<file path="src/include/sbf_map.vh">
/*
  Register offsets, field positions, reset values and FIFO sizes for the
  serial buffer block. Assumes a 4-bit word address on the register port.
*/
`ifndef SBF_MAP_VH
`define SBF_MAP_VH
`define SBF_ADDR_W       4
`define SBF_OFF_STAT     4'h0
`define SBF_OFF_CON1     4'h1
`define SBF_OFF_DATA     4'h2
`define SBF_OFF_CTRL     4'h3
`define SBF_OFF_IRQ_STAT 4'h4
`define SBF_OFF_IRQ_MASK 4'h5
`define SBF_STAT_RBF     0
`define SBF_STAT_TBF     1
`define SBF_STAT_RXMT    5
`define SBF_STAT_ROV     6
`define SBF_CON1_PPRE_LO 0
`define SBF_CON1_SPRE_LO 2
`define SBF_CON1_MASTER_ENABLE   5
`define SBF_CON1_CKP     6
`define SBF_CON1_SLAVE_SELECT_ENABLE    7
`define SBF_CON1_CKE     8
`define SBF_CON1_SMP     9
`define SBF_CON1_WORD_WIDTH_SELECT  10
`define SBF_CON1_DATA_OUT_PIN_DISABLE  11
`define SBF_CON1_CLOCK_PIN_DISABLE  12
`define SBF_CON1_MASK    16'h1FFF
`define SBF_CON1_RESET   16'h0000
`define SBF_CTRL_EN      0
`define SBF_CTRL_ENH     1
`define SBF_IRQ_TXDONE   0
`define SBF_IRQ_RXDONE   1
`define SBF_IRQ_ROV      2
`define SBF_FIFO_DEPTH   4
`define SBF_PTR_W        2
`define SBF_CNT_W        3
`endif
</file>
<file path="src/design/sbf_top.v">
/*
  Serial peripheral with transmit/receive buffer-full status, standard and
  enhanced (FIFO) buffer modes, and control register one.
  Assumes a register master on sys_clk; serial pins are asynchronous and pass
  two flip-flops, the clock pin three. As master the serial clock is made here by a divider.
*/
// Design decisions made here: the plain strobed port and the placing of the registers.
`include "sbf_map.vh"
`timescale 1ns/10ps
`default_nettype none
module sbf_top (
  input  wire        sys_clk,
  input  wire        nrst,
  input  wire [3:0]  reg_addr,
  input  wire [15:0] reg_wdata,
  input  wire        reg_wr,
  input  wire        reg_rd,
  output reg  [15:0] reg_rdata,
  output wire        irq,
  input  wire        sck_in,
  output wire        sck_out,
  output wire        sck_oe,
  input  wire        sdi,
  output wire        sdo,
  output wire        sdo_oe,
  input  wire        ss_n
);
  localparam DEPTH = `SBF_FIFO_DEPTH;
  reg         rst_s1;
  reg         rst_s2;
  wire        rst_n = rst_s2;
  reg  [15:0] con1;
  reg         en;
  reg         enh;
  reg  [2:0]  irq_stat;
  reg  [2:0]  irq_mask;
  reg         rov;
  reg  [15:0] txmem [0:DEPTH-1];
  reg  [15:0] rxmem [0:DEPTH-1];
  reg  [1:0]  tx_wp;
  reg  [1:0]  tx_rp;
  reg  [2:0]  tx_cnt;
  reg  [1:0]  rx_wp;
  reg  [1:0]  rx_rp;
  reg  [2:0]  rx_cnt;
  reg  [15:0] serial_shift_register;
  reg  [4:0]  bit_cnt;
  reg         busy;
  reg         sck_int;
  reg  [7:0]  div_cnt;
  reg  [15:0] rx_sr;
  reg  [2:0]  sck_sync;
  reg  [1:0]  sdi_sync;
  reg  [1:0]  ss_sync;
  reg         sdo_q;
  // Reset release through two flops, assert asynchronously
  always @(posedge sys_clk or negedge nrst)
  begin
    if (!nrst)
    begin
      rst_s1 <= 1'b0;
      rst_s2 <= 1'b0;
    end
    else
    begin
      rst_s1 <= 1'b1;
      rst_s2 <= rst_s1;
    end
  end
  // Pin synchronisers; only the second stage and later are read
  always @(posedge sys_clk or negedge rst_n)
  begin
    if (!rst_n)
    begin
      sck_sync <= 3'h0;
      sdi_sync <= 2'h0;
      ss_sync  <= 2'h3;
    end
    else
    begin
      sck_sync <= {sck_sync[1:0], sck_in};
      sdi_sync <= {sdi_sync[0], sdi};
      ss_sync  <= {ss_sync[0], ss_n};
    end
  end
  wire master = con1[`SBF_CON1_MASTER_ENABLE];
  wire word_width_select = con1[`SBF_CON1_WORD_WIDTH_SELECT];
  wire clock_polarity_select    = con1[`SBF_CON1_CKP];
  wire cke    = con1[`SBF_CON1_CKE];
  wire sample_phase_select    = con1[`SBF_CON1_SMP];
  wire slave_select_enable   = con1[`SBF_CON1_SLAVE_SELECT_ENABLE];
  // Capacity: one holding word in standard mode, full FIFO in enhanced
  wire [2:0] cap = enh ? 3'h4 : 3'h1;
  wire tx_full_flag = (tx_cnt == cap);
  wire rx_full_flag = (rx_cnt >= cap);
  wire wr_data = reg_wr && (reg_addr == `SBF_OFF_DATA);
  wire rd_data = reg_rd && (reg_addr == `SBF_OFF_DATA);
  wire tx_push = wr_data && !tx_full_flag;
  wire rx_pop  = rd_data && (rx_cnt != 3'h0);
  wire [4:0] nbits = word_width_select ? 5'h10 : 5'h08;
  // Serial clock phases. Master divider: prescale bits pick half period
  wire [7:0] half = {3'h0, con1[4:2], con1[1:0]} + 8'h01;
  wire div_tick = (div_cnt == 8'h00);
  wire s_rise = sck_sync[1] && !sck_sync[2];
  wire s_fall = !sck_sync[1] && sck_sync[2];
  // Leading edge is idle-to-active, trailing is active-to-idle
  wire lead  = master ? (div_tick && busy && (sck_int == clock_polarity_select)) :
                        (clock_polarity_select ? s_fall : s_rise);
  wire trail = master ? (div_tick && busy && (sck_int != clock_polarity_select)) :
                        (clock_polarity_select ? s_rise : s_fall);
  wire sel = master || !slave_select_enable || !ss_sync[1];
  // Output change edge and sample edge
  wire shift_ev  = sel && (cke ? trail : lead);
  wire sample_ev = sel && (master ? (sample_phase_select ? shift_ev : !cke ? trail : lead)
                                  : (cke ? lead : trail));
  wire start = en && !busy && (tx_cnt != 3'h0);
  wire last_bit = sample_ev && busy && (bit_cnt == 5'h01);
  wire rx_push = last_bit && !rx_full_flag;
  wire [15:0] rx_word = word_width_select ? {rx_sr[14:0], sdi_sync[1]}
                               : {8'h00, rx_sr[6:0], sdi_sync[1]};
  // Transmit and receive FIFO storage (one word deep in standard mode)
  always @(posedge sys_clk)
  begin
    if (tx_push)
      txmem[tx_wp] <= reg_wdata;
    if (rx_push)
      rxmem[rx_wp] <= rx_word;
  end
  // Pointers and counts; push and pop in one cycle keep count
  always @(posedge sys_clk or negedge rst_n)
  begin
    if (!rst_n)
    begin
      tx_wp  <= 2'h0;
      tx_rp  <= 2'h0;
      tx_cnt <= 3'h0;
      rx_wp  <= 2'h0;
      rx_rp  <= 2'h0;
      rx_cnt <= 3'h0;
    end
    else
    begin
      if (tx_push)
        tx_wp <= enh ? tx_wp + 2'h1 : 2'h0;
      if (start)
        tx_rp <= enh ? tx_rp + 2'h1 : 2'h0;
      tx_cnt <= tx_cnt + {2'h0, tx_push} - {2'h0, start};
      if (rx_push)
        rx_wp <= enh ? rx_wp + 2'h1 : 2'h0;
      if (rx_pop)
        rx_rp <= enh ? rx_rp + 2'h1 : 2'h0;
      rx_cnt <= rx_cnt + {2'h0, rx_push} - {2'h0, rx_pop};
    end
  end
  // Shift engine: load from holding, shift MSB first
  always @(posedge sys_clk or negedge rst_n)
  begin
    if (!rst_n)
    begin
      serial_shift_register <= 16'h0000;
      rx_sr   <= 16'h0000;
      bit_cnt <= 5'h00;
      busy    <= 1'b0;
      sdo_q   <= 1'b0;
    end
    else if (start)
    begin
      serial_shift_register <= txmem[tx_rp];
      bit_cnt <= nbits;
      busy    <= 1'b1;
      sdo_q   <= word_width_select ? txmem[tx_rp][15] : txmem[tx_rp][7];
    end
    else if (busy)
    begin
      if (sample_ev)
      begin
        rx_sr   <= {rx_sr[14:0], sdi_sync[1]};
        bit_cnt <= bit_cnt - 5'h01;
        if (bit_cnt == 5'h01)
          busy <= 1'b0;
      end
      // First bit is already out from the load; skip the first lead shift unless it is also the sample edge
      if (shift_ev && (cke || sample_ev || bit_cnt != nbits))
      begin
        serial_shift_register <= {serial_shift_register[14:0], 1'b0};
        sdo_q <= word_width_select ? serial_shift_register[14] : serial_shift_register[6];
      end
    end
  end
  // Master clock divider; clock rests at idle level between words
  always @(posedge sys_clk or negedge rst_n)
  begin
    if (!rst_n)
    begin
      div_cnt <= 8'h00;
      sck_int <= 1'b0;
    end
    else if (!busy || !master)
    begin
      div_cnt <= half;
      sck_int <= clock_polarity_select;
    end
    else if (div_tick)
    begin
      div_cnt <= half;
      sck_int <= !sck_int;
    end
    else
      div_cnt <= div_cnt - 8'h01;
  end
  // Registers; control one keeps only implemented bits
  always @(posedge sys_clk or negedge rst_n)
  begin
    if (!rst_n)
    begin
      con1     <= `SBF_CON1_RESET;
      en       <= 1'b0;
      enh      <= 1'b0;
      irq_mask <= 3'h0;
      irq_stat <= 3'h0;
      rov      <= 1'b0;
    end
    else
    begin
      if (reg_wr && reg_addr == `SBF_OFF_CON1)
        con1 <= reg_wdata & `SBF_CON1_MASK;
      if (reg_wr && reg_addr == `SBF_OFF_CTRL)
      begin
        en  <= reg_wdata[`SBF_CTRL_EN];
        enh <= reg_wdata[`SBF_CTRL_ENH];
      end
      if (reg_wr && reg_addr == `SBF_OFF_IRQ_MASK)
        irq_mask <= reg_wdata[2:0];
      // Overflow: word lost when holding is full; write zero to clear, set wins
      if (last_bit && rx_full_flag)
        rov <= 1'b1;
      else if (reg_wr && reg_addr == `SBF_OFF_STAT && !reg_wdata[`SBF_STAT_ROV])
        rov <= 1'b0;
      // Sticky events, write one clears, a new event wins over the clear
      irq_stat <= (irq_stat & ~((reg_wr && reg_addr == `SBF_OFF_IRQ_STAT) ?
                   reg_wdata[2:0] : 3'h0))
                | {last_bit && rx_full_flag, rx_push, last_bit};
    end
  end
  assign irq = |(irq_stat & irq_mask);
  // Read data one cycle after the strobe; unmapped reads give zero
  always @(posedge sys_clk or negedge rst_n)
  begin
    if (!rst_n)
      reg_rdata <= 16'h0000;
    else if (reg_rd)
    begin
      case (reg_addr)
        `SBF_OFF_STAT:     reg_rdata <= {9'h000, rov, rx_cnt == 3'h0, 3'h0,
                                         tx_full_flag, rx_full_flag};
        `SBF_OFF_CON1:     reg_rdata <= con1;
        `SBF_OFF_DATA:     reg_rdata <= (rx_cnt != 3'h0) ? rxmem[rx_rp] : 16'h0000;
        `SBF_OFF_CTRL:     reg_rdata <= {14'h0000, enh, en};
        `SBF_OFF_IRQ_STAT: reg_rdata <= {13'h0000, irq_stat};
        `SBF_OFF_IRQ_MASK: reg_rdata <= {13'h0000, irq_mask};
        default:           reg_rdata <= 16'h0000;
      endcase
    end
    else
      reg_rdata <= 16'h0000;
  end
  assign sck_out = sck_int;
  assign sck_oe  = master && !con1[`SBF_CON1_CLOCK_PIN_DISABLE];
  assign sdo     = sdo_q;
  assign sdo_oe  = !con1[`SBF_CON1_DATA_OUT_PIN_DISABLE] && (master || sel);
endmodule // sbf_top
`default_nettype wire

</file>
<file path="config.mk">
export PLATFORM = sky130hd
export DESIGN_NAME = sbf_top
export DESIGN_NICKNAME = d
export VERILOG_FILES = /design/src/design/sbf_top.v
export VERILOG_INCLUDE_DIRS = /design/src /design/src/include
export SDC_FILE = /design/constraint.sdc
export NUM_CORES = 1
export LEC_CHECK = 0
export ABC_AREA = 1
export BUFFER_PORTS_ARGS = -buffer_cell sky130_fd_sc_hd__buf_2
export CAP_MARGIN = 20
export CORE_UTILIZATION = 55
export DETAILED_ROUTE_END_ITERATION = 10
export GPL_ROUTABILITY_DRIVEN = 1
export PLACE_DENSITY = 0.75
export SLEW_MARGIN = 20
export SYNTH_ARGS = -nofsm -noshare
export SYNTH_HDL_FRONTEND = slang
export SYNTH_SLANG_ARGS = --single-unit
</file>
<file path="constraint.sdc">
create_clock -name sys_clk -period 2.9 [get_ports sys_clk]
set_input_delay 0.58 -clock sys_clk [delete_from_list [all_inputs] [get_ports sys_clk]]
set_output_delay 0.58 -clock sys_clk [all_outputs]
set_load 0.02 [all_outputs]
</file>
# ---- After elaboration in Yosys (flattened, before gate mapping)
# Memory sizes are Yosys's and may differ from the RTL's.
# Index checks and enable logic that the tools add are counted.
dict set report op_classes {
  addsub 11
  magnitude_cmp 1
  n_eq_ne 10
  n_mux 44
  bitwise 5
  reduce_logical 58
}
# operator count
set op_table {}
lappend op_table {{$pmux W16 S6} 1}
lappend op_table {{$mux W16} 3}
lappend op_table {{$mux W15} 3}
lappend op_table {{$logic_and A1 B1 Y1} 26}
lappend op_table {{$mux W1} 25}
lappend op_table {{$mux W5} 4}
lappend op_table {{$mux W8} 2}
lappend op_table {{$logic_not A1 Y1} 12}
lappend op_table {{$reduce_bool A2 Y1} 5}
lappend op_table {{$add A2 B1 Y2 const B} 4}
lappend op_table {{$eq A4 B2 Y1 const B} 2}
lappend op_table {{$eq A4 B3 Y1 const B} 2}
lappend op_table {{$logic_not A8 Y1} 1}
lappend op_table {{$mux W2} 4}
lappend op_table {{$sub A8 B1 Y8 const B} 1}
lappend op_table {{$add A3 B1 Y3} 2}
lappend op_table {{$add A5 B1 Y6 const B} 1}
lappend op_table {{$and A3 B3 Y3} 2}
lappend op_table {{$logic_or A1 B1 Y1} 6}
lappend op_table {{$mux W3} 2}
lappend op_table {{$reduce_bool A3 Y1} 2}
lappend op_table {{$sub A3 B1 Y3} 2}
lappend op_table {{$eq A5 B1 Y1 const B} 1}
lappend op_table {{$ne A5 B5 Y1} 1}
lappend op_table {{other kinds (14)} 15}
dict set report word_totals {
  ff_bits 107
  mem_bits_rw 128
  inputBits 27
  output_inout_bits 21
  wordCells 156
  mem_count 2
}
# name depth width read_ports rd_ports_with_merged_regs write_ports line
set memory_table {}
lappend memory_table {rxmem 4 16 1 0 1 sbf_top.v:39} ;# reg [15:0] rxmem [0:DEPTH-1];
lappend memory_table {txmem 4 16 1 0 1 sbf_top.v:38} ;# reg [15:0] txmem [0:DEPTH-1];

# ---- Longest topological paths before layout
# Gate-level depths: netlist (run 1).
dict set report logic_depth {
  ltp_word 15
  depth_mapped 19
  depth_no_buf 19
}

# ---- Least setup slack after synthesis (run 1)
# No wires, ideal clock.
dict set report synth_path {
  kind {register -> register}
  from {register div_cnt[0]}
  to {memory rxmem[0][0], enable pin}
  setup_time_ns 0.389
  arrival_time_ns 2.283
  t_required_ns 2.511
  slack_ns 0.228
  path_stages_with_launch 15
  period_less_slack_ns 2.672
  path_cell_list {dfrtp_1 -> inv_1 -> ha_1 -> inv_1 -> nor2_1 -> nand3_1 -> nand2_1 -> nand2_1 -> nand2_2 -> nand4_2 -> nand2_2 -> nand3_2 -> nor2_1 -> nand2_2 -> nor2_1}
}
dict set report synth_via {
  elab_chain_len 14
}
# item line
set synth_rtl {}
lappend synth_rtl {{from (decl)} sbf_top.v:50} ;# reg [7:0] div_cnt;
lappend synth_rtl {{from (signal assigned)} sbf_top.v:200} ;# div_cnt <= half;
lappend synth_rtl {{from (signal assigned)} sbf_top.v:205} ;# div_cnt <= half;
lappend synth_rtl {{from (signal assigned)} sbf_top.v:209} ;# div_cnt <= div_cnt - 8'h01;
lappend synth_rtl {{$logic_not A8 Y1 *} sbf_top.v:103} ;# wire div_tick = (div_cnt == 8'h00);
lappend synth_rtl {{$logic_and A1 B1 Y1 *} {sbf_top.v:107, sbf_top.v:109}}
lappend synth_rtl {{$logic_and A1 B1 Y1 (on tied branches)} {sbf_top.v:107, sbf_top.v:109}}
lappend synth_rtl {{$mux W1 (on tied branches)} {sbf_top.v:107, sbf_top.v:109}}
lappend synth_rtl {{$mux W1} sbf_top.v:113} ;# wire shift_ev = sel && (cke ? trail : lead);
lappend synth_rtl {{$logic_and A1 B1 Y1} sbf_top.v:113}
lappend synth_rtl {{$mux W1} sbf_top.v:114} ;# wire sample_ev = sel && (master ? (sample_phase_select ? shift_ev : !cke ? trail : lead)
lappend synth_rtl {{$mux W1 *} sbf_top.v:114}
lappend synth_rtl {{$logic_and A1 B1 Y1 *} sbf_top.v:114}
lappend synth_rtl {{$logic_and A1 B1 Y1 * (2 in a row)} sbf_top.v:117} ;# wire last_bit = sample_ev && busy && (bit_cnt == 5'h01);
lappend synth_rtl {{$logic_and A1 B1 Y1 *} sbf_top.v:118} ;# wire rx_push = last_bit && !rx_full_flag;
lappend synth_rtl {{$mux W1 *} sbf_top.v:126} ;# if (rx_push)
lappend synth_rtl {{$mux W1 (not written as such) *} sbf_top.v:127} ;# rxmem[rx_wp] <= rx_word;
lappend synth_rtl {{to (decl)} sbf_top.v:39}
# Every way passes the cells marked *; elsewhere a longest branch is shown, timed or not.

# ---- Final worst setup path (run 1)
dict set report layout_path {
  from {register div_cnt[1]}
  to {register rx_cnt[2]}
}
dict set report layout_via {
  elab_chain_len 14
}
# item line
set layout_rtl {}
lappend layout_rtl {{$logic_not A8 Y1 *} sbf_top.v:103}
lappend layout_rtl {{$logic_and A1 B1 Y1 *} {sbf_top.v:107, sbf_top.v:109}}
lappend layout_rtl {{$logic_and A1 B1 Y1 (on tied branches)} {sbf_top.v:107, sbf_top.v:109}}
lappend layout_rtl {{$mux W1 (on tied branches)} {sbf_top.v:107, sbf_top.v:109}}
lappend layout_rtl {{$mux W1} sbf_top.v:113}
lappend layout_rtl {{$logic_and A1 B1 Y1} sbf_top.v:113}
lappend layout_rtl {{$mux W1} sbf_top.v:114}
lappend layout_rtl {{$mux W1 *} sbf_top.v:114}
lappend layout_rtl {{$logic_and A1 B1 Y1 *} sbf_top.v:114}
lappend layout_rtl {{$logic_and A1 B1 Y1 * (2 in a row)} sbf_top.v:117}
lappend layout_rtl {{$logic_and A1 B1 Y1 *} sbf_top.v:118}
lappend layout_rtl {{$add A3 B1 Y3 *} sbf_top.v:152} ;# rx_cnt <= rx_cnt + {2'h0, rx_push} - {2'h0, rx_pop};
lappend layout_rtl {{$sub A3 B1 Y3 *} sbf_top.v:152}
lappend layout_rtl {{to (signal assigned)} sbf_top.v:152}
lappend layout_rtl {{to (decl)} sbf_top.v:45} ;# reg [2:0] rx_cnt;
# Marks and branches as above.
# A chain may end at the register's enable or synchronous reset.

==> results of run 1 <==
==> power groups by stage <==
stage | clock network (uW) | logic [uW] | registers [uW]
2_1_floorplan | 0 | 1980 | 4430
3_3_place_gp | 0 | 2580 | 4490
3_5_place_dp | 0 | 2670 | 4510
4_1_cts | 3180 | 2690 | 4450
5_1_grt | 3300 | 3070 | 4510
6_report | 3120 | 2710 | 4460
==> path summary, 6_finish.rpt <==
check,end,depth (start not counted)
setup reg to reg,rx_cnt[2]$_DFF_PN0_,19
min in group asynchronous,rst_n$_DFF_PN0_,2
hold / removal,ss_sync[0]$_DFF_PN1_,1
max in group asynchronous,tx_rp[0]$_DFFE_PN0P_,1
hold reg to reg,sdi_sync[1]$_DFF_PN0_,0
setup / recovery,rx_cnt[2]$_DFF_PN0_,19
==> logic make-up after synthesis <==
| logic type | Yosys count | synth area share [%] |
|---|---|---|
| buf+inv | 132 | 5.36 |
| fa+ha+maj | 22 | 2.91 |
| other cells | 1 | 0.0376 |
| simple gates | 346 | 14.3 |
| mux | 3 | 0.339 |
| compound gates | 174 | 10.4 |
| xor+xnor | 14 | 1.23 |
| flops | 235 | 65.4 |
==> cells in the final DEF, fill, tap and decap left out, types with 2 or more instances in the layout <==
master	netlist	layout
a21oi_1	33	33
a22o_1	2	2
dfrtp_1	105	104
nand4_1	5	5
nand3_1	43	43
buf_2	4	47
nor3_1	5	5
xor2_1	10	10
bufinv_16	0	3
o22ai_1	24	24
ha_1	20	20
o21ai_0	88	88
clkbuf_16	0	24
inv_2	5	5
nor2_1	77	75
a221oi_1	2	2
clkinv_1	2	4
nand2_2	4	5
clkbuf_1	26	4
nand2_1	204	203
a32o_1	17	17
clkbuf_8	0	3
buf_4	3	30
nand2_4	2	2
mux2_2	3	3
dfstp_2	2	2
edfxtp_1	128	128
nor2_2	2	3
fa_1	2	2
inv_1	89	89
xnor2_1	4	4
clkinv_2	0	6
==> repair_timing <==
item,in CTS,in global routing
endpoints found under the setup margin,0,2
setup buffers,0,1
endpoints found under the hold margin,2,0
hold buffers,1,0
gates resized for setup,0,4
==> stage by stage <==
stage	hold WS (ns)	power [uW]
after global placement	0.334	7070
after CTS	0.131	10300
after floorplan	0.284	6410
after detailed placement	0.337	7180
final	0.154	10300
after global routing	0.141	10900
==> area by class of cell <==
type,count,area [um^2],share of cell area [%]
clock inverters,13,153,1.34
inverters,96,360,3.17
multi-input cells,560,2930,25.7
clock buffers,31,657,5.77
well taps,225,282,2.47
repair buffers,78,470,4.14
flip-flops and latches,235,6530,57.4
==> per-layer routing <==
metal	GRT usage (%)	routed length, um	vias to the layer above
met4	7.78	499	0
met5	0	0	-
li1	-	-	3275
met2	40.4	10600	230
met3	3.48	1490	41
met1	33.6	9220	3302
==> state kept, by name, summed over array words and instances, names as in the netlist, 3 cells and up <==
signal                 cells
rxmem                     64
txmem                     64
reg_rdata                 16
rx_sr                     15
serial_shift_register     15
con1                      13
div_cnt                    8
bit_cnt                    5
irq_mask                   3
irq_stat                   3
rx_cnt                     3
sck_sync                   3
tx_cnt                     3
==> report_table.html, run 1 <==
<table>
<tr><th>Metric</th><th>Value</th></tr>
<tr><th colspan="2">Run status</th></tr>
<tr><td>Outcome</td><td>finished, final reports clean</td></tr>
<tr><th colspan="2">CTS</th></tr>
<tr><td>Insertion delay to the later sink of the worst-skew pair</td><td>0.53 ns</td></tr>
<tr><td>CTS buffer count</td><td>24</td></tr>
<tr><td>CTS tree</td><td>done</td></tr>
<tr><td>Clock buffer depth</td><td>3</td></tr>
<tr><td>Clock Pin Slew Worst Setup and Hold Paths</td><td>0.06 ns</td></tr>
<tr><td>Num Clock Sinks</td><td>235</td></tr>
<tr><td>H-tree depth reported by CTS</td><td>1</td></tr>
<tr><td>Root Buffer</td><td>clkbuf_16</td></tr>
<tr><th colspan="2">STA</th></tr>
<tr><td>Hold Vio Cnt, Final</td><td>0</td></tr>
<tr><td>Final critical-path required period</td><td>2.74 ns</td></tr>
<tr><td>Headroom to the max-slew limit</td><td>49.6%</td></tr>
<tr><td>Unrepaired setup endpoints after global routing</td><td>yes</td></tr>
<tr><td>Total count of max-transition violations in the final report</td><td>0</td></tr>
<tr><td>Minimum setup slack in the final design</td><td>0.163 ns</td></tr>
<tr><td>Final clock period utilization by the worst path</td><td>94.4%</td></tr>
<tr><td>Worst Max-Slew Pin Slew</td><td>0.757 ns</td></tr>
<tr><td>Peak clock frequency supported by timing</td><td>365 MHz</td></tr>
<tr><td>Final setup violation count</td><td>0</td></tr>
<tr><td>Setup TNS</td><td>0 ns</td></tr>
<tr><td>Final setup skew</td><td>0.0158 ns</td></tr>
<tr><th colspan="2">Power and ir drop</th></tr>
<tr><td>Power per cell area</td><td>904 mW/mm^2</td></tr>
<tr><td>P_int</td><td>6880 uW</td></tr>
<tr><td>Switch Pwr</td><td>3410 uW</td></tr>
<tr><td>VDD IR-drop max</td><td>563 uV</td></tr>
<tr><td>Share of total power in the clock network</td><td>30.3%</td></tr>
<tr><td>Comb power frac</td><td>26.3%</td></tr>
<tr><td>Leakage dissipation</td><td>0.00497 uW</td></tr>
<tr><td>Switching share of total power</td><td>33.1%</td></tr>
<tr><td>Flop pwr share</td><td>43.3%</td></tr>
<tr><th colspan="2">Floorplanning</th></tr>
<tr><td>Floorplan core area</td><td>0.0175 mm^2</td></tr>
<tr><td>I/O pin count</td><td>48</td></tr>
<tr><td>Die outline area</td><td>0.0187 mm^2</td></tr>
<tr><td>Site Rows</td><td>48</td></tr>
<tr><td>Die W</td><td>137 um</td></tr>
<tr><td>Overall die height</td><td>137 um</td></tr>
<tr><td>Effective utilization at floorplan</td><td>57.1%</td></tr>
<tr><th colspan="2">Route</th></tr>
<tr><td>Total wirelength of the detailed-routed design</td><td>21.8 mm</td></tr>
<tr><td>Iter 0 DRT Violations</td><td>572</td></tr>
<tr><td>Count of antenna-violating nets left after detailed routing</td><td>0</td></tr>
<tr><td>DR pass1 iterations</td><td>5</td></tr>
<tr><td>Vias per cell</td><td>5.53</td></tr>
<tr><td>Vias post-DR</td><td>6848</td></tr>
<tr><td>Routed len/inst</td><td>17.6 um</td></tr>
<tr><td>DRC violation count after routing</td><td>0</td></tr>
<tr><th colspan="2">Place</th></tr>
<tr><td>Placed instance count</td><td>1192</td></tr>
<tr><td>Half-perimeter wire length after placement</td><td>14.3 mm</td></tr>
<tr><td>IO Port Bufs</td><td>47</td></tr>
<tr><td>Routability Congestion</td><td>0.858</td></tr>
<tr><td>Placed cell area</td><td>0.0105 mm^2</td></tr>
<tr><td>Setup WS pre-CTS</td><td>0.109 ns</td></tr>
<tr><th colspan="2">Logic synthesis</th></tr>
<tr><td>Synthesized area divided by synthesized cell count</td><td>10.8 um^2</td></tr>
<tr><td>Most used standard cell by instance count after synthesis</td><td>nand2_1</td></tr>
<tr><td>Count of warnings emitted by yosys</td><td>0</td></tr>
<tr><td>Top flip-flop cell by instance count after synthesis</td><td>edfxtp_1</td></tr>
<tr><td>Synthesized instance count</td><td>927</td></tr>
<tr><td>Fraction of post-synthesis cell area in the top cell type by area</td><td>38.5%</td></tr>
<tr><td>Yosys reg bits</td><td>235</td></tr>
<tr><td>Share of synthesized registers carrying an async set or reset</td><td>45.5%</td></tr>
<tr><td>Top cells by instance count after synthesis</td><td>204 x nand2_1, 128 x edfxtp_1, 105 x dfrtp_1</td></tr>
<tr><td>Cell type with the largest total area after synthesis</td><td>edfxtp_1</td></tr>
<tr><td>Number of flops mapped to enable cells by yosys</td><td>128</td></tr>
<tr><td>Cell area after synthesis</td><td>0.00997 mm^2</td></tr>
<tr><td>Sequential element share of the synthesized area</td><td>65.4%</td></tr>
<tr><td>Top cells by area in the synthesized netlist</td><td>edfxtp_1 39%, dfrtp_1 26%, nand2_1 7.7%</td></tr>
<tr><td>Syn Nets</td><td>976</td></tr>
<tr><td>Synth unique cells</td><td>42</td></tr>
<tr><th colspan="2">Final layout</th></tr>
<tr><td># diodes</td><td>0</td></tr>
<tr><td>Count of filler cells inserted in the layout</td><td>1299</td></tr>
<tr><td>Synthesis-to-finish area growth</td><td>14.1%</td></tr>
<tr><td>Core utilization of the finished layout</td><td>65.1%</td></tr>
<tr><td>Share of post-route cells with drive strength above 1</td><td>13.9%</td></tr>
<tr><td>Number of standard cells in the layout, taps in and fillers out</td><td>1238</td></tr>
<tr><td>Number of nets at the end of the flow</td><td>1044</td></tr>
<tr><td>Finished layout cell area</td><td>0.0114 mm^2</td></tr>
<tr><th colspan="2">Setup path</th></tr>
<tr><td>Timing startpoint of the critical path</td><td>div_cnt[1]$_DFF_PN0_</td></tr>
<tr><td>Critical path startpoint category</td><td>flop</td></tr>
<tr><td>Crit path top cell by count</td><td>inv_1</td></tr>
<tr><td>Arrival time at the worst endpoint</td><td>3.14 ns</td></tr>
<tr><td>Launch point of the worst reg-to-reg path</td><td>div_cnt[1]$_DFF_PN0_</td></tr>
<tr><td>Crit-path max cell delay</td><td>0.37 ns</td></tr>
<tr><td>Slowest cell on crit path</td><td>dfrtp_1</td></tr>
<tr><td>Crit path buf inv count</td><td>4</td></tr>
<tr><td>Worst Setup End Kind</td><td>flop</td></tr>
<tr><td>Max Fanout on Critical Path</td><td>4</td></tr>
<tr><td>CP delay by family, top</td><td>simple AND/OR/NAND/NOR gates</td></tr>
<tr><td>Required time worst endpoint</td><td>3.30 ns</td></tr>
<tr><td>CP cell instances</td><td>inv_1 -&gt; ha_1 -&gt; inv_1 -&gt; nor2_2 -&gt; nand3_1 -&gt; nand2_1 -&gt; nand2_1 -&gt; nand2_2 -&gt; nand4_2 -&gt; nand2_2 -&gt; nand3_2 -&gt; nor2_4 -&gt; nand2_2 -&gt; ha_1 -&gt; inv_1 -&gt; ha_1 -&gt; inv_1 -&gt; fa_1 -&gt; xnor2_1</td></tr>
<tr><td>R2R setup slack</td><td>0.16 ns</td></tr>
<tr><td>Critical setup path kind</td><td>flop to flop</td></tr>
<tr><th colspan="2">Global route</th></tr>
<tr><td>Residual overflow from global routing</td><td>0</td></tr>
<tr><td>Maximum number of pins on one net before global-route repair</td><td>57</td></tr>
<tr><td>Global Route Usage Sum</td><td>24.5%</td></tr>
<tr><td>Vias in the first global route</td><td>6764</td></tr>
<tr><td>Initial antenna violation count</td><td>0</td></tr>
<tr><td>Global-route wire length before repair</td><td>34.6 mm</td></tr>
<tr><th colspan="2">Min path</th></tr>
<tr><td>Worst Hold Launch</td><td>ss_n</td></tr>
<tr><td>Hold Crit Class</td><td>primary input to flop</td></tr>
<tr><th colspan="2">Run</th></tr>
<tr><td>Max Cap Viol</td><td>0</td></tr>
</table>
Note: power is estimated with default switching activity, not from simulation.
==> run 2, diff against run 1 <==
--- a/config.mk
+++ b/config.mk
@@ -12,7 +12,7 @@
 export CORE_UTILIZATION = 55
 export DETAILED_ROUTE_END_ITERATION = 10
 export GPL_ROUTABILITY_DRIVEN = 1
-export PLACE_DENSITY = 0.75
+export PLACE_DENSITY = 0.79
 export SLEW_MARGIN = 20
 export SYNTH_ARGS = -nofsm -noshare
 export SYNTH_HDL_FRONTEND = slang
==> report_table.html, run 2 (same netlist as run 1, synthesis figures left out) <==
<table>
<tr><th>Metric</th><th>Value</th></tr>
<tr><th colspan="2">STA</th></tr>
<tr><td>Worst Max-Slew Pin Slew</td><td>0.740 ns (-0.0162 ns)</td></tr>
<tr><td>Hold Vio Cnt, Final</td><td>0 (unchanged)</td></tr>
<tr><td>Final setup skew</td><td>0.0167 ns (+0.000826 ns)</td></tr>
<tr><td>Worst Hold Margin</td><td>0.171 ns (+0.0169 ns)</td></tr>
<tr><td>Minimum setup slack in the final design</td><td>0.167 ns (+0.00419 ns)</td></tr>
<tr><td>Total count of max-transition violations in the final report</td><td>0 (unchanged)</td></tr>
<tr><td>Headroom to the max-slew limit</td><td>50.6% (+1.0 points)</td></tr>
<tr><td>Final setup violation count</td><td>0 (unchanged)</td></tr>
<tr><td>Peak clock frequency supported by timing</td><td>366 MHz (+0.15%)</td></tr>
<tr><td>Final critical-path required period</td><td>2.73 ns (-0.00419 ns)</td></tr>
<tr><td>Final clock period utilization by the worst path</td><td>94.2% (-0.14 points)</td></tr>
<tr><th colspan="2">Place</th></tr>
<tr><td>Half-perimeter wire length after placement</td><td>13.9 mm (-3.1%)</td></tr>
<tr><td>Routability Congestion</td><td>0.867 (+1.0%)</td></tr>
<tr><td>Placed cell area</td><td>0.0105 mm^2 (-0.17%)</td></tr>
<tr><td>IO Port Bufs</td><td>47 (unchanged)</td></tr>
<tr><td>Setup WS pre-CTS</td><td>0.0736 ns (-0.0350 ns)</td></tr>
<tr><th colspan="2">Floorplanning</th></tr>
<tr><td>Site Rows</td><td>48 (unchanged)</td></tr>
<tr><td>Floorplan core area</td><td>0.0175 mm^2 (unchanged)</td></tr>
<tr><td>Effective utilization at floorplan</td><td>57.1% (unchanged)</td></tr>
<tr><td>Overall die height</td><td>137 um (unchanged)</td></tr>
<tr><td>Die W</td><td>137 um (unchanged)</td></tr>
<tr><td>I/O pin count</td><td>48 (unchanged)</td></tr>
<tr><td>Die outline area</td><td>0.0187 mm^2 (unchanged)</td></tr>
<tr><th colspan="2">Power and ir drop</th></tr>
<tr><td>Post-layout total power</td><td>10300 uW (+0.38%)</td></tr>
<tr><td>Power per cell area</td><td>906 mW/mm^2 (+0.22%)</td></tr>
<tr><td>Leakage dissipation</td><td>0.00497 uW (about the same)</td></tr>
<tr><td>VDD IR-drop max</td><td>646 uV (+15%)</td></tr>
<tr><th colspan="2">Setup path</th></tr>
<tr><td>Critical path startpoint category</td><td>flop</td></tr>
<tr><td>Arrival time at the worst endpoint</td><td>3.13 ns (about the same)</td></tr>
<tr><td>Crit-path max cell delay</td><td>0.37 ns (about the same)</td></tr>
<tr><td>CP cell instances</td><td>inv_2 -&gt; ha_1 -&gt; inv_1 -&gt; nor2_2 -&gt; nand3_1 -&gt; nand2_2 -&gt; nand2_1 -&gt; nand2_2 -&gt; nand4_2 -&gt; nand2_2 -&gt; nand3_2 -&gt; nor2_4 -&gt; nand2_2 -&gt; ha_1 -&gt; inv_1 -&gt; ha_1 -&gt; inv_1 -&gt; fa_1 -&gt; xnor2_1</td></tr>
<tr><td>Crit path top cell by count</td><td>nand2_2</td></tr>
<tr><td>Worst Setup End Kind</td><td>flop</td></tr>
<tr><td>Required time worst endpoint</td><td>3.30 ns (about the same)</td></tr>
<tr><td>Launch point of the worst reg-to-reg path</td><td>div_cnt[0]$_DFF_PN0_</td></tr>
<tr><td>R2r worst-path depth</td><td>19 (unchanged)</td></tr>
<tr><td>Max Fanout on Critical Path</td><td>5 (+1)</td></tr>
<tr><td>Worst r2r dst</td><td>rx_cnt[2]$_DFF_PN0_</td></tr>
<tr><td>R2R setup slack</td><td>0.17 ns (about the same)</td></tr>
<tr><td>Slowest cell on crit path</td><td>dfrtp_1</td></tr>
<tr><td>Critical setup path kind</td><td>flop to flop</td></tr>
<tr><th colspan="2">Global route</th></tr>
<tr><td>Initial antenna violation count</td><td>0 (unchanged)</td></tr>
<tr><td>Vias in the first global route</td><td>6675 (-1.3%)</td></tr>
<tr><td>Global-route wire length before repair</td><td>33.7 mm (-2.8%)</td></tr>
<tr><td>Maximum number of pins on one net before global-route repair</td><td>106 (+86%)</td></tr>
<tr><td>Global Route Usage Sum</td><td>23.7% (-0.74 points)</td></tr>
<tr><td>Residual overflow from global routing</td><td>0 (unchanged)</td></tr>
<tr><th colspan="2">CTS</th></tr>
<tr><td>CTS tree</td><td>done</td></tr>
<tr><td>Clock Pin Slew Worst Setup and Hold Paths</td><td>0.06 ns (about the same)</td></tr>
<tr><td>Num Clock Sinks</td><td>235 (unchanged)</td></tr>
<tr><td>Root Buffer</td><td>clkbuf_16</td></tr>
<tr><td>CTS buffer count</td><td>24 (unchanged)</td></tr>
<tr><td>H-tree depth reported by CTS</td><td>1 (unchanged)</td></tr>
<tr><td>Clock buffer depth</td><td>3 (unchanged)</td></tr>
<tr><td>Insertion delay to the later sink of the worst-skew pair</td><td>0.52 ns (about the same)</td></tr>
<tr><th colspan="2">Route</th></tr>
<tr><td>Iter 0 DRT Violations</td><td>460 (-20%)</td></tr>
<tr><td>Met1 routed wirelength after detailed routing</td><td>8.66 mm (-6.0%)</td></tr>
<tr><td>Vias per cell</td><td>5.60 (+1.2%)</td></tr>
<tr><td>Met2 WL</td><td>10.7 mm (+1.5%)</td></tr>
<tr><td>DR pass1 iterations</td><td>5 (unchanged)</td></tr>
<tr><td>DRC violation count after routing</td><td>0 (unchanged)</td></tr>
<tr><td>Routed len/inst</td><td>17.2 um (-2.2%)</td></tr>
<tr><td>Count of antenna-violating nets left after detailed routing</td><td>0 (unchanged)</td></tr>
<tr><td>Vias post-DR</td><td>6916 (+0.99%)</td></tr>
<tr><td>Highest routing layer actually used</td><td>met4</td></tr>
<tr><td>Sum of met3 wire segment lengths after detailed routing</td><td>1.36 mm (-8.3%)</td></tr>
<tr><td>Total wirelength of the detailed-routed design</td><td>21.2 mm (-2.4%)</td></tr>
<tr><th colspan="2">Min path</th></tr>
<tr><td>Endpoint with the worst hold slack</td><td>ss_sync[0]$_DFF_PN1_</td></tr>
<tr><td>Hold Crit Class</td><td>primary input to flop</td></tr>
<tr><td>Hold Crit Depth</td><td>1 (unchanged)</td></tr>
<tr><td>Worst Hold Launch</td><td>ss_n</td></tr>
<tr><th colspan="2">Final layout</th></tr>
<tr><td>Most common cell after layout, fill and taps aside</td><td>nand2_1</td></tr>
<tr><td>Share of post-route cells with drive strength above 1</td><td>13.8% (-0.071 points)</td></tr>
<tr><td>Number of nets at the end of the flow</td><td>1042 (-0.19%)</td></tr>
<tr><td>Core utilization of the finished layout</td><td>65.2% (+0.11 points)</td></tr>
<tr><td>Synthesis-to-finish area growth</td><td>14.3%</td></tr>
<tr><td>Finished layout cell area</td><td>0.0114 mm^2 (+0.16%)</td></tr>
<tr><td>Commonest cells after routing, fill and taps aside</td><td>201 x nand2_1, 128 x edfxtp_1, 104 x dfrtp_1</td></tr>
<tr><td># diodes</td><td>0 (unchanged)</td></tr>
<tr><td>Biggest regs</td><td>rxmem x64, txmem x64, reg_rdata x16</td></tr>
<tr><th colspan="2">Run</th></tr>
<tr><td>Max Cap Viol</td><td>0 (unchanged)</td></tr>
<tr><th colspan="2">Run status</th></tr>
<tr><td>Outcome</td><td>finished, final reports clean</td></tr>
</table>
## run 2: cell count changes in the layout (fill, tap and decap cells not counted)
| cell | delta |
|---|---|
| buf_4 | -3 |
| clkbuf_1 | +3 |
| clkinv_2 | -2 |
| nand2_1 | -2 |
| nand2_2 | +2 |
| buf_12 | +1 |
| bufinv_16 | +1 |
| clkbuf_8 | -1 |
| clkinv_1 | -1 |
| clkinv_4 | -1 |
| inv_1 | -1 |
| inv_2 | +1 |
| inv_8 | +1 |
## run 2: per-layer routing
layer	vias to the layer above	global-route usage (%)
met2	242	41.0
met5	-	0
li1	3275	-
met4	0	8.52
met3	38	3.89
met1	3361	30.2
## run 2: timing repair
item | in CTS | in global routing
setup buffers | 0 | 3
resized for setup | 0 | 7
hold endpoints to repair | 2 | 0
hold buffers | 1 | 0
setup endpoints to repair | 0 | 2
## run 2: per-stage QoR
step	setup TNS, ns	instances
after CTS	0	1233
after global placement	0	1188
after floorplan	0	927
final	0	1236
after global routing	-0.0887	1236
after detailed placement	0	1188
## run 2: critical path, delay by kind of cell (launching register included)
family        cells  cell delay [ns]
xor+xnor          1             0.13
fa+ha+maj         4             0.93
flops             1             0.37
simple gates     10             0.95
buf+inv           4             0.24
## run 2: how the worst max path moves through the flow
stage                         start  slack (ns)                    end
6_report       div_cnt[0]$_DFF_PN0_        0.17    rx_cnt[2]$_DFF_PN0_
5_1_grt        div_cnt[0]$_DFF_PN0_       -0.05    rx_cnt[1]$_DFF_PN0_
4_1_cts        div_cnt[0]$_DFF_PN0_        0.07    rx_cnt[2]$_DFF_PN0_
3_5_place_dp   div_cnt[0]$_DFF_PN0_        0.07    rx_cnt[2]$_DFF_PN0_
3_3_place_gp            reg_addr[2]        0.18    tx_cnt[2]$_DFF_PN0_
2_1_floorplan  div_cnt[0]$_DFF_PN0_        0.23  rxmem[0][0]$_DFFE_PP_
## run 2: power breakdown
group / internal [uW] / switching [uW] / total (uW)
Combinational: 942 / 1740 / 2680
Clock: 1950 / 1210 / 3160
Sequential: 4070 / 417 / 4490
## run 2: final cells by class
cell class                 instances  area [um^2]
tap                              225          282
clock inverter                    11          171
inverter                          96          360
fill                            1285         6080
timing repair buffer              76          468
sequential                       235         6530
clock buffer                      33          654
multi-input combinational        560         2930
